### src/core/pmcr_pkg.sv
/*
 pmcr_pkg: constants for the packet-mode connection requester.
 assumes one word clock domain shared by FIFO, requester and register port.
*/
package pmcr_pkg;
    localparam int WORD_W = 32;
    // connection request word layout
    localparam int MODE_HI = 31;
    localparam int MODE_LO = 30;
    localparam int BRK_BIT = 29;
    localparam int AOA_BIT = 28;
    localparam int CNT_HI  = 27;
    localparam int CNT_LO  = 25;
    localparam int MAP_HI  = 24;
    localparam int MAP_LO  = 0;
    localparam logic [1:0] MODE_CAMP   = 2'h0;
    localparam logic [1:0] MODE_RECAST = 2'h1;
    // word type codes, FIFO side and switch side alike
    localparam logic [1:0] TYP_IDLE = 2'h0;
    localparam logic [1:0] TYP_REQ  = 2'h1;
    localparam logic [1:0] TYP_HDR  = 2'h2;
    localparam logic [1:0] TYP_DATA = 2'h3;
    // register port
    localparam int REG_AW = 2;
    localparam logic [1:0] REG_CFG    = 2'h0;
    localparam logic [1:0] REG_STATUS = 2'h1;
    localparam int CFG_DLY_LO  = 0;
    localparam int CFG_DLY_HI  = 3;
    localparam int CFG_D_LO    = 4;
    localparam int CFG_D_HI    = 8;
    localparam int CFG_EARLY   = 9;
    localparam logic [3:0] DLY_RESET = 4'h6;
    localparam logic [4:0] D_RESET   = 5'h0E;
    // round trip floor between request load and read strobe
    localparam logic [3:0] RTT_CYCLES = 4'h9;
    localparam int CNT_W = 10;
    localparam int RECAST_SHIFT = 2;
    typedef enum logic [3:0] {
        ST_PASS  = 4'b0001,
        ST_CAMP  = 4'b0010,
        ST_WAIT  = 4'b0100,
        ST_RECON = 4'b1000
    } pmcr_state_type;
endpackage

### src/core/pmcr_down_counter.sv
/*
 pmcr_down_counter: loadable down counter that stops at zero.
 assumes load and decrement come from logic on the same clock.
*/
`timescale 1ns/100ps
module pmcr_down_counter #(
    parameter int W = 4
) (
    input  wire logic         i_clk,
    input  wire logic         i_rst,
    input  wire logic         i_load,
    input  wire logic [W-1:0] i_value,
    input  wire logic         i_dec,
    output logic              o_zero
);
    logic [W-1:0] count_q;

    always_ff @(posedge i_clk) begin
        if (i_rst) begin
            count_q <= '0;
        end else if (i_load) begin
            count_q <= i_value;
        end else if (i_dec && (count_q != '0)) begin
            count_q <= count_q - W'(1);
        end
    end

    assign o_zero = (count_q == '0);
endmodule // pmcr_down_counter

### src/core/pmcr_requester.sv
/*
 pmcr_requester: transmit-side connection request sequencer, packet mode.
 assumes a first-word-fall-through FIFO on I_TX_* (word shown while valid,
 taken when O_FIFO_READ is high), switch acknowledge and delay enable and
 abort arriving asynchronously from pins, recast logic on the same clock.
*/
// Operation
// - camp-on: header before ack stops reading, repeats requests
// - ack, no delay: strobe up, header, data
// - ack with delay: wait programmed cycles first
// - delay 0..15, reset 6, zero when disabled
// - camp-on idles per request equal count field
// - at least nine cycles load to strobe
// - early request; no ack by end, normal
// - early ack: one strobe gap, one idle
// - break flag only in first request
// - camp-on requests always carry all-granted flag
// - mark up on header, down on request unless recast pending
// - early request: at most D words after request
// - recast: header stops reading, sends counted requests
// - count expired: all-granted cleared, repeat until ack
// - after that ack, header and data, delay-aware
// - recast count code: 1, then 8 doubling to 512
// - mode 00 camp-on, 01 multicast recast
`timescale 1ns/100ps
module pmcr_requester (
    input  wire logic                          I_CLK_SYS,
    input  wire logic                          I_SYS_RST,
    input  wire logic [pmcr_pkg::WORD_W-1:0]   I_TX_WORD,
    input  wire logic [1:0]                    I_TX_TYPE,
    input  wire logic                          I_TX_VALID,
    output logic                               O_FIFO_READ,
    output logic                               O_RETRANSMIT_MARK,
    output logic [pmcr_pkg::WORD_W-1:0]        O_SW_WORD,
    output logic [1:0]                         O_SW_TYPE,
    input  wire logic                          I_SW_ACK,
    input  wire logic                          I_POST_ACK_DELAY_ENABLE,
    input  wire logic                          I_ABORT,
    input  wire logic                          I_RECAST_PENDING,
    input  wire logic [pmcr_pkg::REG_AW-1:0]   I_REG_ADDR,
    input  wire logic [pmcr_pkg::WORD_W-1:0]   I_REG_WDATA,
    input  wire logic                          I_REG_WR,
    input  wire logic                          I_REG_RD,
    output logic [pmcr_pkg::WORD_W-1:0]        O_REG_RDATA
);
    import pmcr_pkg::*;

    pmcr_state_type state_q;
    logic              ack_s1_q;
    logic              ack_s2_q;
    logic              dly_s1_q;
    logic              dly_s2_q;
    logic              abt_s1_q;
    logic              abt_s2_q;
    logic              abt_prev_q;
    logic [3:0]        cfg_dly_q;
    logic [4:0]        cfg_d_q;
    logic              cfg_early_q;
    logic [WORD_W-1:0] rdata_q;
    logic [WORD_W-1:0] req_q;
    logic [WORD_W-1:0] hdr_q;
    logic              req_seen_q;
    logic              ack_got_q;
    logic              discard_q;
    logic              mark_q;
    logic [3:0]        rtt_q;
    logic [4:0]        after_q;
    logic [2:0]        gap_q;
    logic [WORD_W-1:0] out_word_q;
    logic [1:0]        out_type_q;

    logic              take;
    logic              ack_new;
    logic              abt_rise;
    logic              rtt_done;
    logic              dly_zero;
    logic              left_zero;
    logic              camp_send;
    logic              recast_mode;
    logic [3:0]        eff_dly;
    logic [4:0]        eff_d;
    logic [CNT_W-1:0]  recast_num;
    logic [2:0]        ct_field;
    logic [WORD_W-1:0] camp_word;

    // pins from outside the word clock: two flops before any use
    always_ff @(posedge I_CLK_SYS) begin
        if (I_SYS_RST) begin
            ack_s1_q <= 1'b0;
            ack_s2_q <= 1'b0;
            dly_s1_q <= 1'b0;
            dly_s2_q <= 1'b0;
            abt_s1_q <= 1'b0;
            abt_s2_q <= 1'b0;
            abt_prev_q <= 1'b0;
        end else begin
            ack_s1_q <= I_SW_ACK;
            ack_s2_q <= ack_s1_q;
            dly_s1_q <= I_POST_ACK_DELAY_ENABLE;
            dly_s2_q <= dly_s1_q;
            abt_s1_q <= I_ABORT;
            abt_s2_q <= abt_s1_q;
            abt_prev_q <= abt_s2_q;
        end
    end

    // configuration register
    always_ff @(posedge I_CLK_SYS) begin
        if (I_SYS_RST) begin
            cfg_dly_q <= DLY_RESET;
            cfg_d_q <= D_RESET;
            cfg_early_q <= 1'b0;
        end else if (I_REG_WR && (I_REG_ADDR == REG_CFG)) begin
            cfg_dly_q <= I_REG_WDATA[CFG_DLY_HI:CFG_DLY_LO];
            cfg_d_q <= I_REG_WDATA[CFG_D_HI:CFG_D_LO];
            cfg_early_q <= I_REG_WDATA[CFG_EARLY];
        end
    end

    // read data stand only in the cycle after the strobe
    always_ff @(posedge I_CLK_SYS) begin
        if (I_SYS_RST) begin
            rdata_q <= '0;
        end else if (I_REG_RD && (I_REG_ADDR == REG_CFG)) begin
            rdata_q <= '0;
            rdata_q[CFG_DLY_HI:CFG_DLY_LO] <= cfg_dly_q;
            rdata_q[CFG_D_HI:CFG_D_LO] <= cfg_d_q;
            rdata_q[CFG_EARLY] <= cfg_early_q;
        end else if (I_REG_RD && (I_REG_ADDR == REG_STATUS)) begin
            rdata_q <= {{(WORD_W-7){1'b0}}, state_q, mark_q, ack_got_q, req_seen_q};
        end else begin
            rdata_q <= '0;
        end
    end

    assign O_REG_RDATA = rdata_q;

    assign recast_mode = (req_q[MODE_HI:MODE_LO] == MODE_RECAST);
    assign ct_field = req_q[CNT_HI:CNT_LO];
    assign eff_dly = dly_s2_q ? cfg_dly_q : 4'h0;
    // without early arbitration only the header may follow a request
    assign eff_d = cfg_early_q ? cfg_d_q : 5'h00;
    assign rtt_done = (rtt_q == RTT_CYCLES);
    // abort window swallows any acknowledge still in flight
    assign ack_new = ack_s2_q && req_seen_q && !ack_got_q && !abt_s2_q;
    assign abt_rise = abt_s2_q && !abt_prev_q;

    // recast request count: code 0 gives one, else eight doubling
    always_comb begin
        recast_num = '0;
        if (ct_field == 3'h0) begin
            recast_num = CNT_W'(1);
        end else begin
            // four-bit sum: codes 6 and 7 would wrap a three-bit shift amount
            recast_num = CNT_W'(1) << (4'(ct_field) + 4'(RECAST_SHIFT));
        end
    end

    // repeated request: break cleared, all-granted per mode and count
    always_comb begin
        camp_word = req_q;
        camp_word[BRK_BIT] = 1'b0;
        if (recast_mode) begin
            camp_word[AOA_BIT] = !left_zero;
        end else begin
            camp_word[AOA_BIT] = 1'b1;
        end
    end

    assign camp_send = (state_q == ST_CAMP) && !ack_got_q && (gap_q == 3'h0);

    // read strobe: a request that outran D words lets only the header in
    always_comb begin
        O_FIFO_READ = 1'b0;
        if ((state_q == ST_PASS) && I_TX_VALID && !abt_rise) begin
            if (req_seen_q && !ack_got_q && (after_q >= eff_d)) begin
                O_FIFO_READ = (I_TX_TYPE == TYP_HDR);
            end else begin
                O_FIFO_READ = 1'b1;
            end
        end
    end

    assign take = O_FIFO_READ;

    pmcr_down_counter #(
        .W(4)
    ) u_post_ack_delay (
        .i_clk  (I_CLK_SYS),
        .i_rst  (I_SYS_RST),
        .i_load (ack_new),
        .i_value(eff_dly),
        .i_dec  (1'b1),
        .o_zero (dly_zero)
    );

    pmcr_down_counter #(
        .W(CNT_W)
    ) u_recast_left (
        .i_clk  (I_CLK_SYS),
        .i_rst  (I_SYS_RST),
        .i_load (take && (I_TX_TYPE == TYP_HDR)),
        .i_value(recast_num),
        .i_dec  (camp_send && recast_mode),
        .o_zero (left_zero)
    );

    // round trip floor and words sent after a request
    always_ff @(posedge I_CLK_SYS) begin
        if (I_SYS_RST) begin
            rtt_q <= '0;
            after_q <= '0;
        end else if (take && (I_TX_TYPE == TYP_REQ)) begin
            rtt_q <= '0;
            after_q <= '0;
        end else begin
            if (!rtt_done) begin
                rtt_q <= rtt_q + 4'h1;
            end
            if (take && (I_TX_TYPE == TYP_DATA) && (after_q != 5'h1F)) begin
                after_q <= after_q + 5'h01;
            end
        end
    end

    // acknowledge bookkeeping
    always_ff @(posedge I_CLK_SYS) begin
        if (I_SYS_RST) begin
            ack_got_q <= 1'b0;
        end else if (abt_rise || (take && (I_TX_TYPE == TYP_REQ))) begin
            ack_got_q <= 1'b0;
        end else if (ack_new) begin
            ack_got_q <= 1'b1;
        end
    end

    // retransmit mark; pending recast keeps it up over new requests
    always_ff @(posedge I_CLK_SYS) begin
        if (I_SYS_RST) begin
            mark_q <= 1'b0;
        end else if (abt_rise) begin
            mark_q <= 1'b0;
        end else if (take && (I_TX_TYPE == TYP_HDR) && !discard_q) begin
            mark_q <= 1'b1;
        end else if (take && (I_TX_TYPE == TYP_REQ) && !I_RECAST_PENDING) begin
            mark_q <= 1'b0;
        end
    end

    assign O_RETRANSMIT_MARK = mark_q;

    // camp gap counter: idles between repeated requests
    always_ff @(posedge I_CLK_SYS) begin
        if (I_SYS_RST) begin
            gap_q <= '0;
        end else if (state_q != ST_CAMP) begin
            gap_q <= '0;
        end else if (camp_send) begin
            gap_q <= recast_mode ? 3'h0 : ct_field;
        end else if (gap_q != 3'h0) begin
            gap_q <= gap_q - 3'h1;
        end
    end

    // sequencer, request latch and the switch-side word register
    always_ff @(posedge I_CLK_SYS) begin
        if (I_SYS_RST) begin
            state_q <= ST_PASS;
            req_q <= '0;
            hdr_q <= '0;
            req_seen_q <= 1'b0;
            discard_q <= 1'b0;
            out_word_q <= '0;
            out_type_q <= TYP_IDLE;
        end else if (abt_rise) begin
            // one empty request releases whatever the switch holds
            out_word_q <= req_q;
            out_word_q[MAP_HI:MAP_LO] <= '0;
            out_word_q[BRK_BIT] <= 1'b0;
            out_word_q[AOA_BIT] <= 1'b1;
            out_type_q <= TYP_REQ;
            req_seen_q <= 1'b0;
            discard_q <= 1'b1;
            state_q <= ST_PASS;
        end else begin
            out_word_q <= '0;
            out_type_q <= TYP_IDLE;
            case (state_q)
                ST_PASS: begin
                    if (take && (I_TX_TYPE == TYP_REQ)) begin
                        req_q <= I_TX_WORD;
                        req_seen_q <= 1'b1;
                        discard_q <= 1'b0;
                        out_word_q <= I_TX_WORD;
                        out_word_q[BRK_BIT] <= 1'b1;
                        out_word_q[AOA_BIT] <= 1'b1;
                        out_type_q <= TYP_REQ;
                    end else if (take && (I_TX_TYPE == TYP_HDR) && !discard_q) begin
                        if (!req_seen_q) begin
                            out_word_q <= I_TX_WORD;
                            out_type_q <= TYP_HDR;
                        end else if (ack_got_q) begin
                            // early grant: hold header, let switch reconfigure
                            hdr_q <= I_TX_WORD;
                            if (dly_zero && rtt_done) begin
                                state_q <= ST_RECON;
                            end else begin
                                state_q <= ST_WAIT;
                            end
                        end else begin
                            hdr_q <= I_TX_WORD;
                            state_q <= ST_CAMP;
                        end
                    end else if (take && (I_TX_TYPE == TYP_DATA) && !discard_q) begin
                        out_word_q <= I_TX_WORD;
                        out_type_q <= TYP_DATA;
                    end
                end
                ST_CAMP: begin
                    if (ack_got_q) begin
                        if (dly_zero && rtt_done) begin
                            out_word_q <= hdr_q;
                            out_type_q <= TYP_HDR;
                            req_seen_q <= 1'b0;
                            state_q <= ST_PASS;
                        end
                    end else if (camp_send) begin
                        out_word_q <= camp_word;
                        out_type_q <= TYP_REQ;
                    end
                end
                ST_WAIT: begin
                    if (dly_zero && rtt_done) begin
                        state_q <= ST_RECON;
                    end
                end
                ST_RECON: begin
                    // strobe was low for this one cycle, idle already sent
                    out_word_q <= hdr_q;
                    out_type_q <= TYP_HDR;
                    req_seen_q <= 1'b0;
                    state_q <= ST_PASS;
                end
                default: begin
                    state_q <= ST_PASS;
                end
            endcase
        end
    end

    assign O_SW_WORD = out_word_q;
    assign O_SW_TYPE = out_type_q;
endmodule // pmcr_requester

### config.mk
export PLATFORM = sky130hd
export DESIGN_NAME = pmcr_requester
export DESIGN_NICKNAME = d
export VERILOG_FILES = /design/src/core/pmcr_pkg.sv /design/src/core/pmcr_down_counter.sv /design/src/core/pmcr_requester.sv
export SDC_FILE = /design/constraint.sdc
export NUM_CORES = 1
export LEC_CHECK = 0
export BUFFER_PORTS_ARGS = -buffer_cell sky130_fd_sc_hd__buf_2
export CAP_MARGIN = 20
export CORE_MARGIN = 2
export CORE_UTILIZATION = 30
export DETAILED_ROUTE_END_ITERATION = 10
export GPL_TIMING_DRIVEN = 0
export PLACE_DENSITY = 0.58
export REMOVE_ABC_BUFFERS = 1
export SKIP_CTS_REPAIR_TIMING = 1
export SLEW_MARGIN = 25
export SYNTH_ARGS = -nofsm -noshare
export SYNTH_HDL_FRONTEND = slang
export SYNTH_SLANG_ARGS = --single-unit
### constraint.sdc
create_clock -name I_CLK_SYS -period 2.45 [get_ports I_CLK_SYS]
set_input_delay 0.49 -clock I_CLK_SYS [delete_from_list [all_inputs] [get_ports I_CLK_SYS]]
set_output_delay 0.49 -clock I_CLK_SYS [all_outputs]
set_load 0.01 [all_outputs]
# [After elaboration in Yosys (flattened, before gate mapping)]
# Cells that the tools add are included.
[word_totals] out_inout_bits=68 regBits=181
[op_classes] reduce_logical=56 eq_ne=19 n_bitwise=2 add_sub_neg=6 shift=1 muxes=51 n_lt_le_gt_ge=1
[op_table] operator="$mux 32" n=8
[op_table] operator="$pmux 32 s3" n=1
[op_table] operator="$mux 4" n=11
[op_table] operator="$mux 10" n=4
[op_table] operator="$logic_and 1x1->1" n=23
[op_table] operator="$mux 1" n=13
[op_table] operator="$mux 2" n=6
[op_table] operator="$pmux 4 s3" n=1
[op_table] operator="$reduce_bool 2->1" n=6
[op_table] operator="$logic_not 10->1" n=1
[op_table] operator="$reduce_bool 10->1" n=1
[op_table] operator="$reduce_or 2->1" n=5
[op_table] operator="$shl 1x4->10 const A" n=1
[op_table] operator="$sub 10x1->10 const B" n=1
[op_table] operator="$mux 3" n=3
[op_table] operator="$eq 4x4->1 const B" n=2
[op_table] operator="$ne 2x2->1 const B" n=4
[op_table] operator="$logic_not 1->1" n=7
[op_table] operator="$mux 7" n=1
[op_table] operator="$eq 2x1->1 const B" n=3
[op_table] operator="$logic_not 3->1" n=2
[op_table] operator="$ne 2x1->1 const B" n=3
[op_table] operator="$pmux 2 s3" n=1
[op_table] operator="$reduce_and 6->1" n=1
[op_table] operator="24 further kinds" n=27

# [Longest topological paths before layout]
[logic_depth] ltp_word=12 mapped_depth=9 mapped_depth_nobuf=8

# [Modules after synthesis]
# A second synthesis with hierarchy kept.
[unflattened] hier_cells=802 hier_area_um2=7063.0
[by_module_without_submodules] module="pmcr_requester" n_inst=1 cells_each=701 area_each_um2=6173.4
[by_module_without_submodules] module="pmcr_down_counter (u_recast_left)" n_inst=1 cells_each=72 area_each_um2=626.9
[by_module_without_submodules] module="pmcr_down_counter (u_post_ack_delay)" n_inst=1 cells_each=29 area_each_um2=262.8

# [Worst setup path after synthesis]
# No wires, ideal clock.
[synth_path] kind="register -> register" startpoint="register state_q[0]" endpoint="register u_recast_left.count_q[5]" n_path_buf=2 arrival_time_ns=2.155 setup_slack_ns=0.204 t_required_ns=2.359 stages_incl_launch_ff=8 cell_sequence="dfxtp_1 -> buf_6 -> or4b_1 -> buf_2 -> nor4_4 -> nand4_2 -> or3_1 -> a311oi_1"
[synth_between] elab_chain_cells=6
[synth_lines] item="start, declared" line="pmcr_requester.sv:48" rtl="pmcr_state_type state_q;"
[synth_lines] item="start signal, assigned" line="pmcr_requester.sv:268" rtl="state_q <= ST_PASS;"
[synth_lines] item="start signal, assigned" line="pmcr_requester.sv:284" rtl="state_q <= ST_PASS;"
[synth_lines] item="start signal, assigned" line="pmcr_requester.sv:306" rtl="state_q <= ST_RECON;"
[synth_lines] item="$eq 4x1->1 or $eq 4x2->1 (tied branches)" line="pmcr_requester.sv:175, pmcr_requester.sv:170"
[synth_lines] item="$logic_and 1x1->1, on equally long branches (2 in a row)" line="pmcr_requester.sv:175, pmcr_requester.sv:170"
[synth_lines] item="$mux 1 or $logic_and 1x1->1 (tied branches)" line="pmcr_requester.sv:175, pmcr_requester.sv:204"
[synth_lines] item="$logic_and 1x1->1, on equally long branches" line="pmcr_requester.sv:202, pmcr_down_counter.sv:23"
[synth_lines] item="$mux 10 or $reduce_bool 2->1 (tied branches)"
[synth_lines] item="end signal, assigned" line="pmcr_down_counter.sv:22" rtl="count_q <= i_value;"
[synth_lines] item="end signal, assigned" line="pmcr_down_counter.sv:24" rtl="count_q <= count_q - W'(1);"
[synth_lines] item="end, declared" line="pmcr_down_counter.sv:16" rtl="logic [W-1:0] count_q;"
# Several ways; a longest one is shown, not always the timed one.
# A chain may end at the register's enable or synchronous reset.

# [Worst setup path in the final report]
[layout_path] startpoint="register cfg_early_q" endpoint="output port O_FIFO_READ"
[layout_between] elab_chain_cells=5
[layout_lines] item="start, declared" line="pmcr_requester.sv:58" rtl="logic cfg_early_q;"
[layout_lines] item="start signal, assigned" line="pmcr_requester.sv:116" rtl="cfg_early_q <= I_REG_WDATA[CFG_EARLY];"
[layout_lines] item="$mux 5" line="pmcr_requester.sv:142" rtl="assign eff_d = cfg_early_q ? cfg_d_q : 5'h00;"
[layout_lines] item="$ge 5x5->1" line="pmcr_requester.sv:176" rtl="if (req_seen_q && !ack_got_q && (after_q >= eff_d)) begin"
[layout_lines] item="$logic_and 1x1->1" line="pmcr_requester.sv:176"
[layout_lines] item="$mux 1" line="pmcr_requester.sv:176"
[layout_lines] item="$mux 1" line="pmcr_requester.sv:175" rtl="if ((state_q == ST_PASS) && I_TX_VALID && !abt_rise) begin"
[layout_lines] item="end, declared" line="pmcr_requester.sv:32" rtl="output logic O_FIFO_READ,"
# Every way passes these cells.

==> flow_summary.toml <==
[worst_setup_path]
cp-start-kind = "flip-flop"
worstPathMaxFanout = 7
critical-path-max-stage-delay_ps = 420
crit_type = "flip-flop to output port"
worstPathCellList = "nand2_4, ha_4, a211oi_4, o32ai_4, a21o_4, inv_6, buf_6"
cp.required_ps = 1960
cpMaxStageDelayCell = "dfxtp_4"
r2r_cells = 5
arrival_ps = 1990
endpoint_kind = "output port"

[sta]
setup_violations = 1
max_freq_mhz = 403
setup_ws_ps = -29.6
min_period_over_period_pct = 101
rsz0062_at_grt = "yes"
slew_violations = 0
slew-limit-headroom_pct = 49.8
period_needed_ps = 2480
worst_pin_slew_ps = 743
fin_worst_skew_ps = 9.37
final-hold-violation-count = 0

[clock_tree]
cts_tree = "built"
numCtsBuffers = 17
clkTransAtPathRegs_ps = 60
clk_path_buf_depth = 2
clock_latency_ps = 420
root_buffer = "clkbuf_16"
htree_levels = 4
cts.sinks = 157

[synthesis]
yosys_warnings = 0
synth.distinct_cells = 56
yosysTopAreaCellShare_pct = 47.1
avgSynthCellArea_um2 = 8.99
netlist_area_um2 = 6670
synth_edf_count = 0
ys_seq_elements = 157
synthFlopType = "dfxtp_1"
synthTopCellsByArea = "dfxtp_1 47%, mux2i_1 6.5%, nor2_1 5.6%"
async_reset_ff_share_pct = 0
ys_seq_area_share_pct = 47.1
synthCells = 742
synth.largest_area_cell = "dfxtp_1"

[grt]
grt_pass1_wl_um = 26800
grt_max_degree = 62
grt_pass1_vias = 5077
grt-ovfl-total = 0
grt_use_total_pct = 14.3
antenna_found_initial = 1

[worst_hold_path]
hold_depth = 2
hold_class = "input pin to flip-flop"

[floorplan]
start_util_pct = 30.6
die_x_um = 153
die_height_um = 153
num_io_pins = 145
fp-row-count = 54
fp.coreArea_um2 = 21800
dieArea_um2 = 23400

[cells_and_area]
nNetsFinal = 934
design_area_um2 = 8460
final_util_pct = 38.8
final_cells = 1135
n_antenna_cell = 0
area_growth_pct = 26.9
final_layout_size_suffix_gt1_share_pct = 24.4
num-fill-cells = 2183

[detailed_routing]
routed_wl_um = 17600
via_per_inst = 4.89
antenna_left = 0
drc = 0
wl_per_cell_um = 15.5
num_vias = 5553
drtIter0Drc = 476
firstDrtPassIters = 5

[place]
placedCellCount = 1080
placed_area_um2 = 7470
dp_hpwl_um = 11400
io_buffers = 100
gp_congestion = 0.768

[pwr]
leakage_nw = 3.29
totalPowerFinal_mw = 6.06
ir_drop_uv = 468
cellPowerDensity_nw_per_um2 = 716

[job]
drv_cap = 0

[run_status]
violations = "setup timing"
status = "finished, violations left"
-- worst max-delay path, delay by kind of cell (launching register included) --
family                     cells  cell delay (ps)
DFF                            1              420
AOI/OAI and AO/OA              3              660
adders and majority gates      1              260
and+or+nand+nor                1               70
buffers and inverters          2              160
-- Yosys cell counts (7+ instances only) --
| cell type | n |
|---|---|
| buf_2 | 8 |
| a21oi_1 | 47 |
| ha_1 | 15 |
| nor3_1 | 11 |
| a222oi_1 | 30 |
| clkbuf_1 | 40 |
| xor2_1 | 8 |
| nor2_1 | 100 |
| a31oi_1 | 13 |
| nand2_1 | 83 |
| nand2b_1 | 7 |
| mux2i_1 | 43 |
| buf_4 | 22 |
| nor2b_1 | 21 |
| nand3_1 | 11 |
| a211oi_1 | 15 |
| dfxtp_1 | 157 |
| o21ai_0 | 19 |
| inv_1 | 15 |
-- logic make-up after synthesis --
family                   count (synthesis)  share of synthesized area, %
other                                    1                        0.0562
buffers and inverters                   90                          6.68
flip-flops                             157                          47.1
XOR/XNOR                                12                          1.58
AO/OA/AOI/OAI                          151                          15.7
adder cells (fa/ha/maj)                 15                          2.81
AND/OR/NAND/NOR                        272                          19.4
multiplexers                            44                          6.62
-- layout by cell type, fill, tap and decap left out, types with 6 or more instances in the layout --
cell type,n
nor2b_1,20
nor2_1,98
clkbuf_16,17
buf_2,99
o21ai_0,18
buf_4,24
nand2b_1,7
a211o_1,6
nand2_1,79
a31oi_1,12
dfxtp_1,153
conb_1,22
nor3_1,9
inv_1,14
xor2_1,8
mux2i_1,43
a21oi_1,45
nand3_1,10
ha_1,10
or3_1,6
a211oi_1,13
a222oi_1,30
-- worst paths after layout --
check,startpoint,endpoint,slack (ps)
worst max register to register,state_q[2],u_recast_left.count_q[5],100
worst min register to register,ack_s1_q,ack_s2_q,440
worst max-delay path,cfg_early_q,O_FIFO_READ,-30
worst min-delay path,I_SW_ACK,ack_s1_q,270
-- area by class of cell --
cell class	count	area [um^2]	area share, %
inverters	15	61.3	0.725
clock inverters	12	135	1.60
clock buffers	20	447	5.28
multi-input cells	517	3430	40.5
well taps	280	350	4.14
repair buffers	134	890	10.5
flip-flops and latches	157	3150	37.2
-- report_power, final --
part	internal [mW]	switching (mW)	leakage, nW	total (mW)
Clock	1.54	1.08	0.285	2.62
Combinational	0.324	0.396	1.73	0.720
Sequential	2.65	0.0675	1.28	2.72
-- sequential cells by signal, indices dropped and copies added (netlist names), 2 cells and up --
signal and cells:
gap_q 3, O_REG_RDATA 10, rtt_q 4, cfg_d_q 5, hdr_q 32, O_SW_TYPE 2, O_SW_WORD 32, state_q 4
u_post_ack_delay.count_q 4, cfg_dly_q 4, after_q 5, u_recast_left.count_q 10, req_q 30
-- per-stage QoR --
| stage | hold slack [ps] | setup WS (ps) | setup TNS (ps) |
|---|---|---|---|
| floorplan | 414 | -1540 | -117890 |
| CTS | 255 | -822 | -35350 |
| finish | 271 | -29.6 | -29.6 |
| detailed placement | 425 | -769 | -33330 |
| global placement | 420 | -3590 | -347200 |
| global route | 256 | -103 | -302 |
-- metal layers --
layer  track usage [%]  vias to the layer above  share of wire (%)
met4              4.45                        0                1.0
met5                 0                        -                  0
li1                  -                     2784                  -
met3              3.54                       11                3.5
met1              18.1                     2653                 46
met2              23.9                      105                 49
Note: power is estimated with default switching activity, not from simulation.
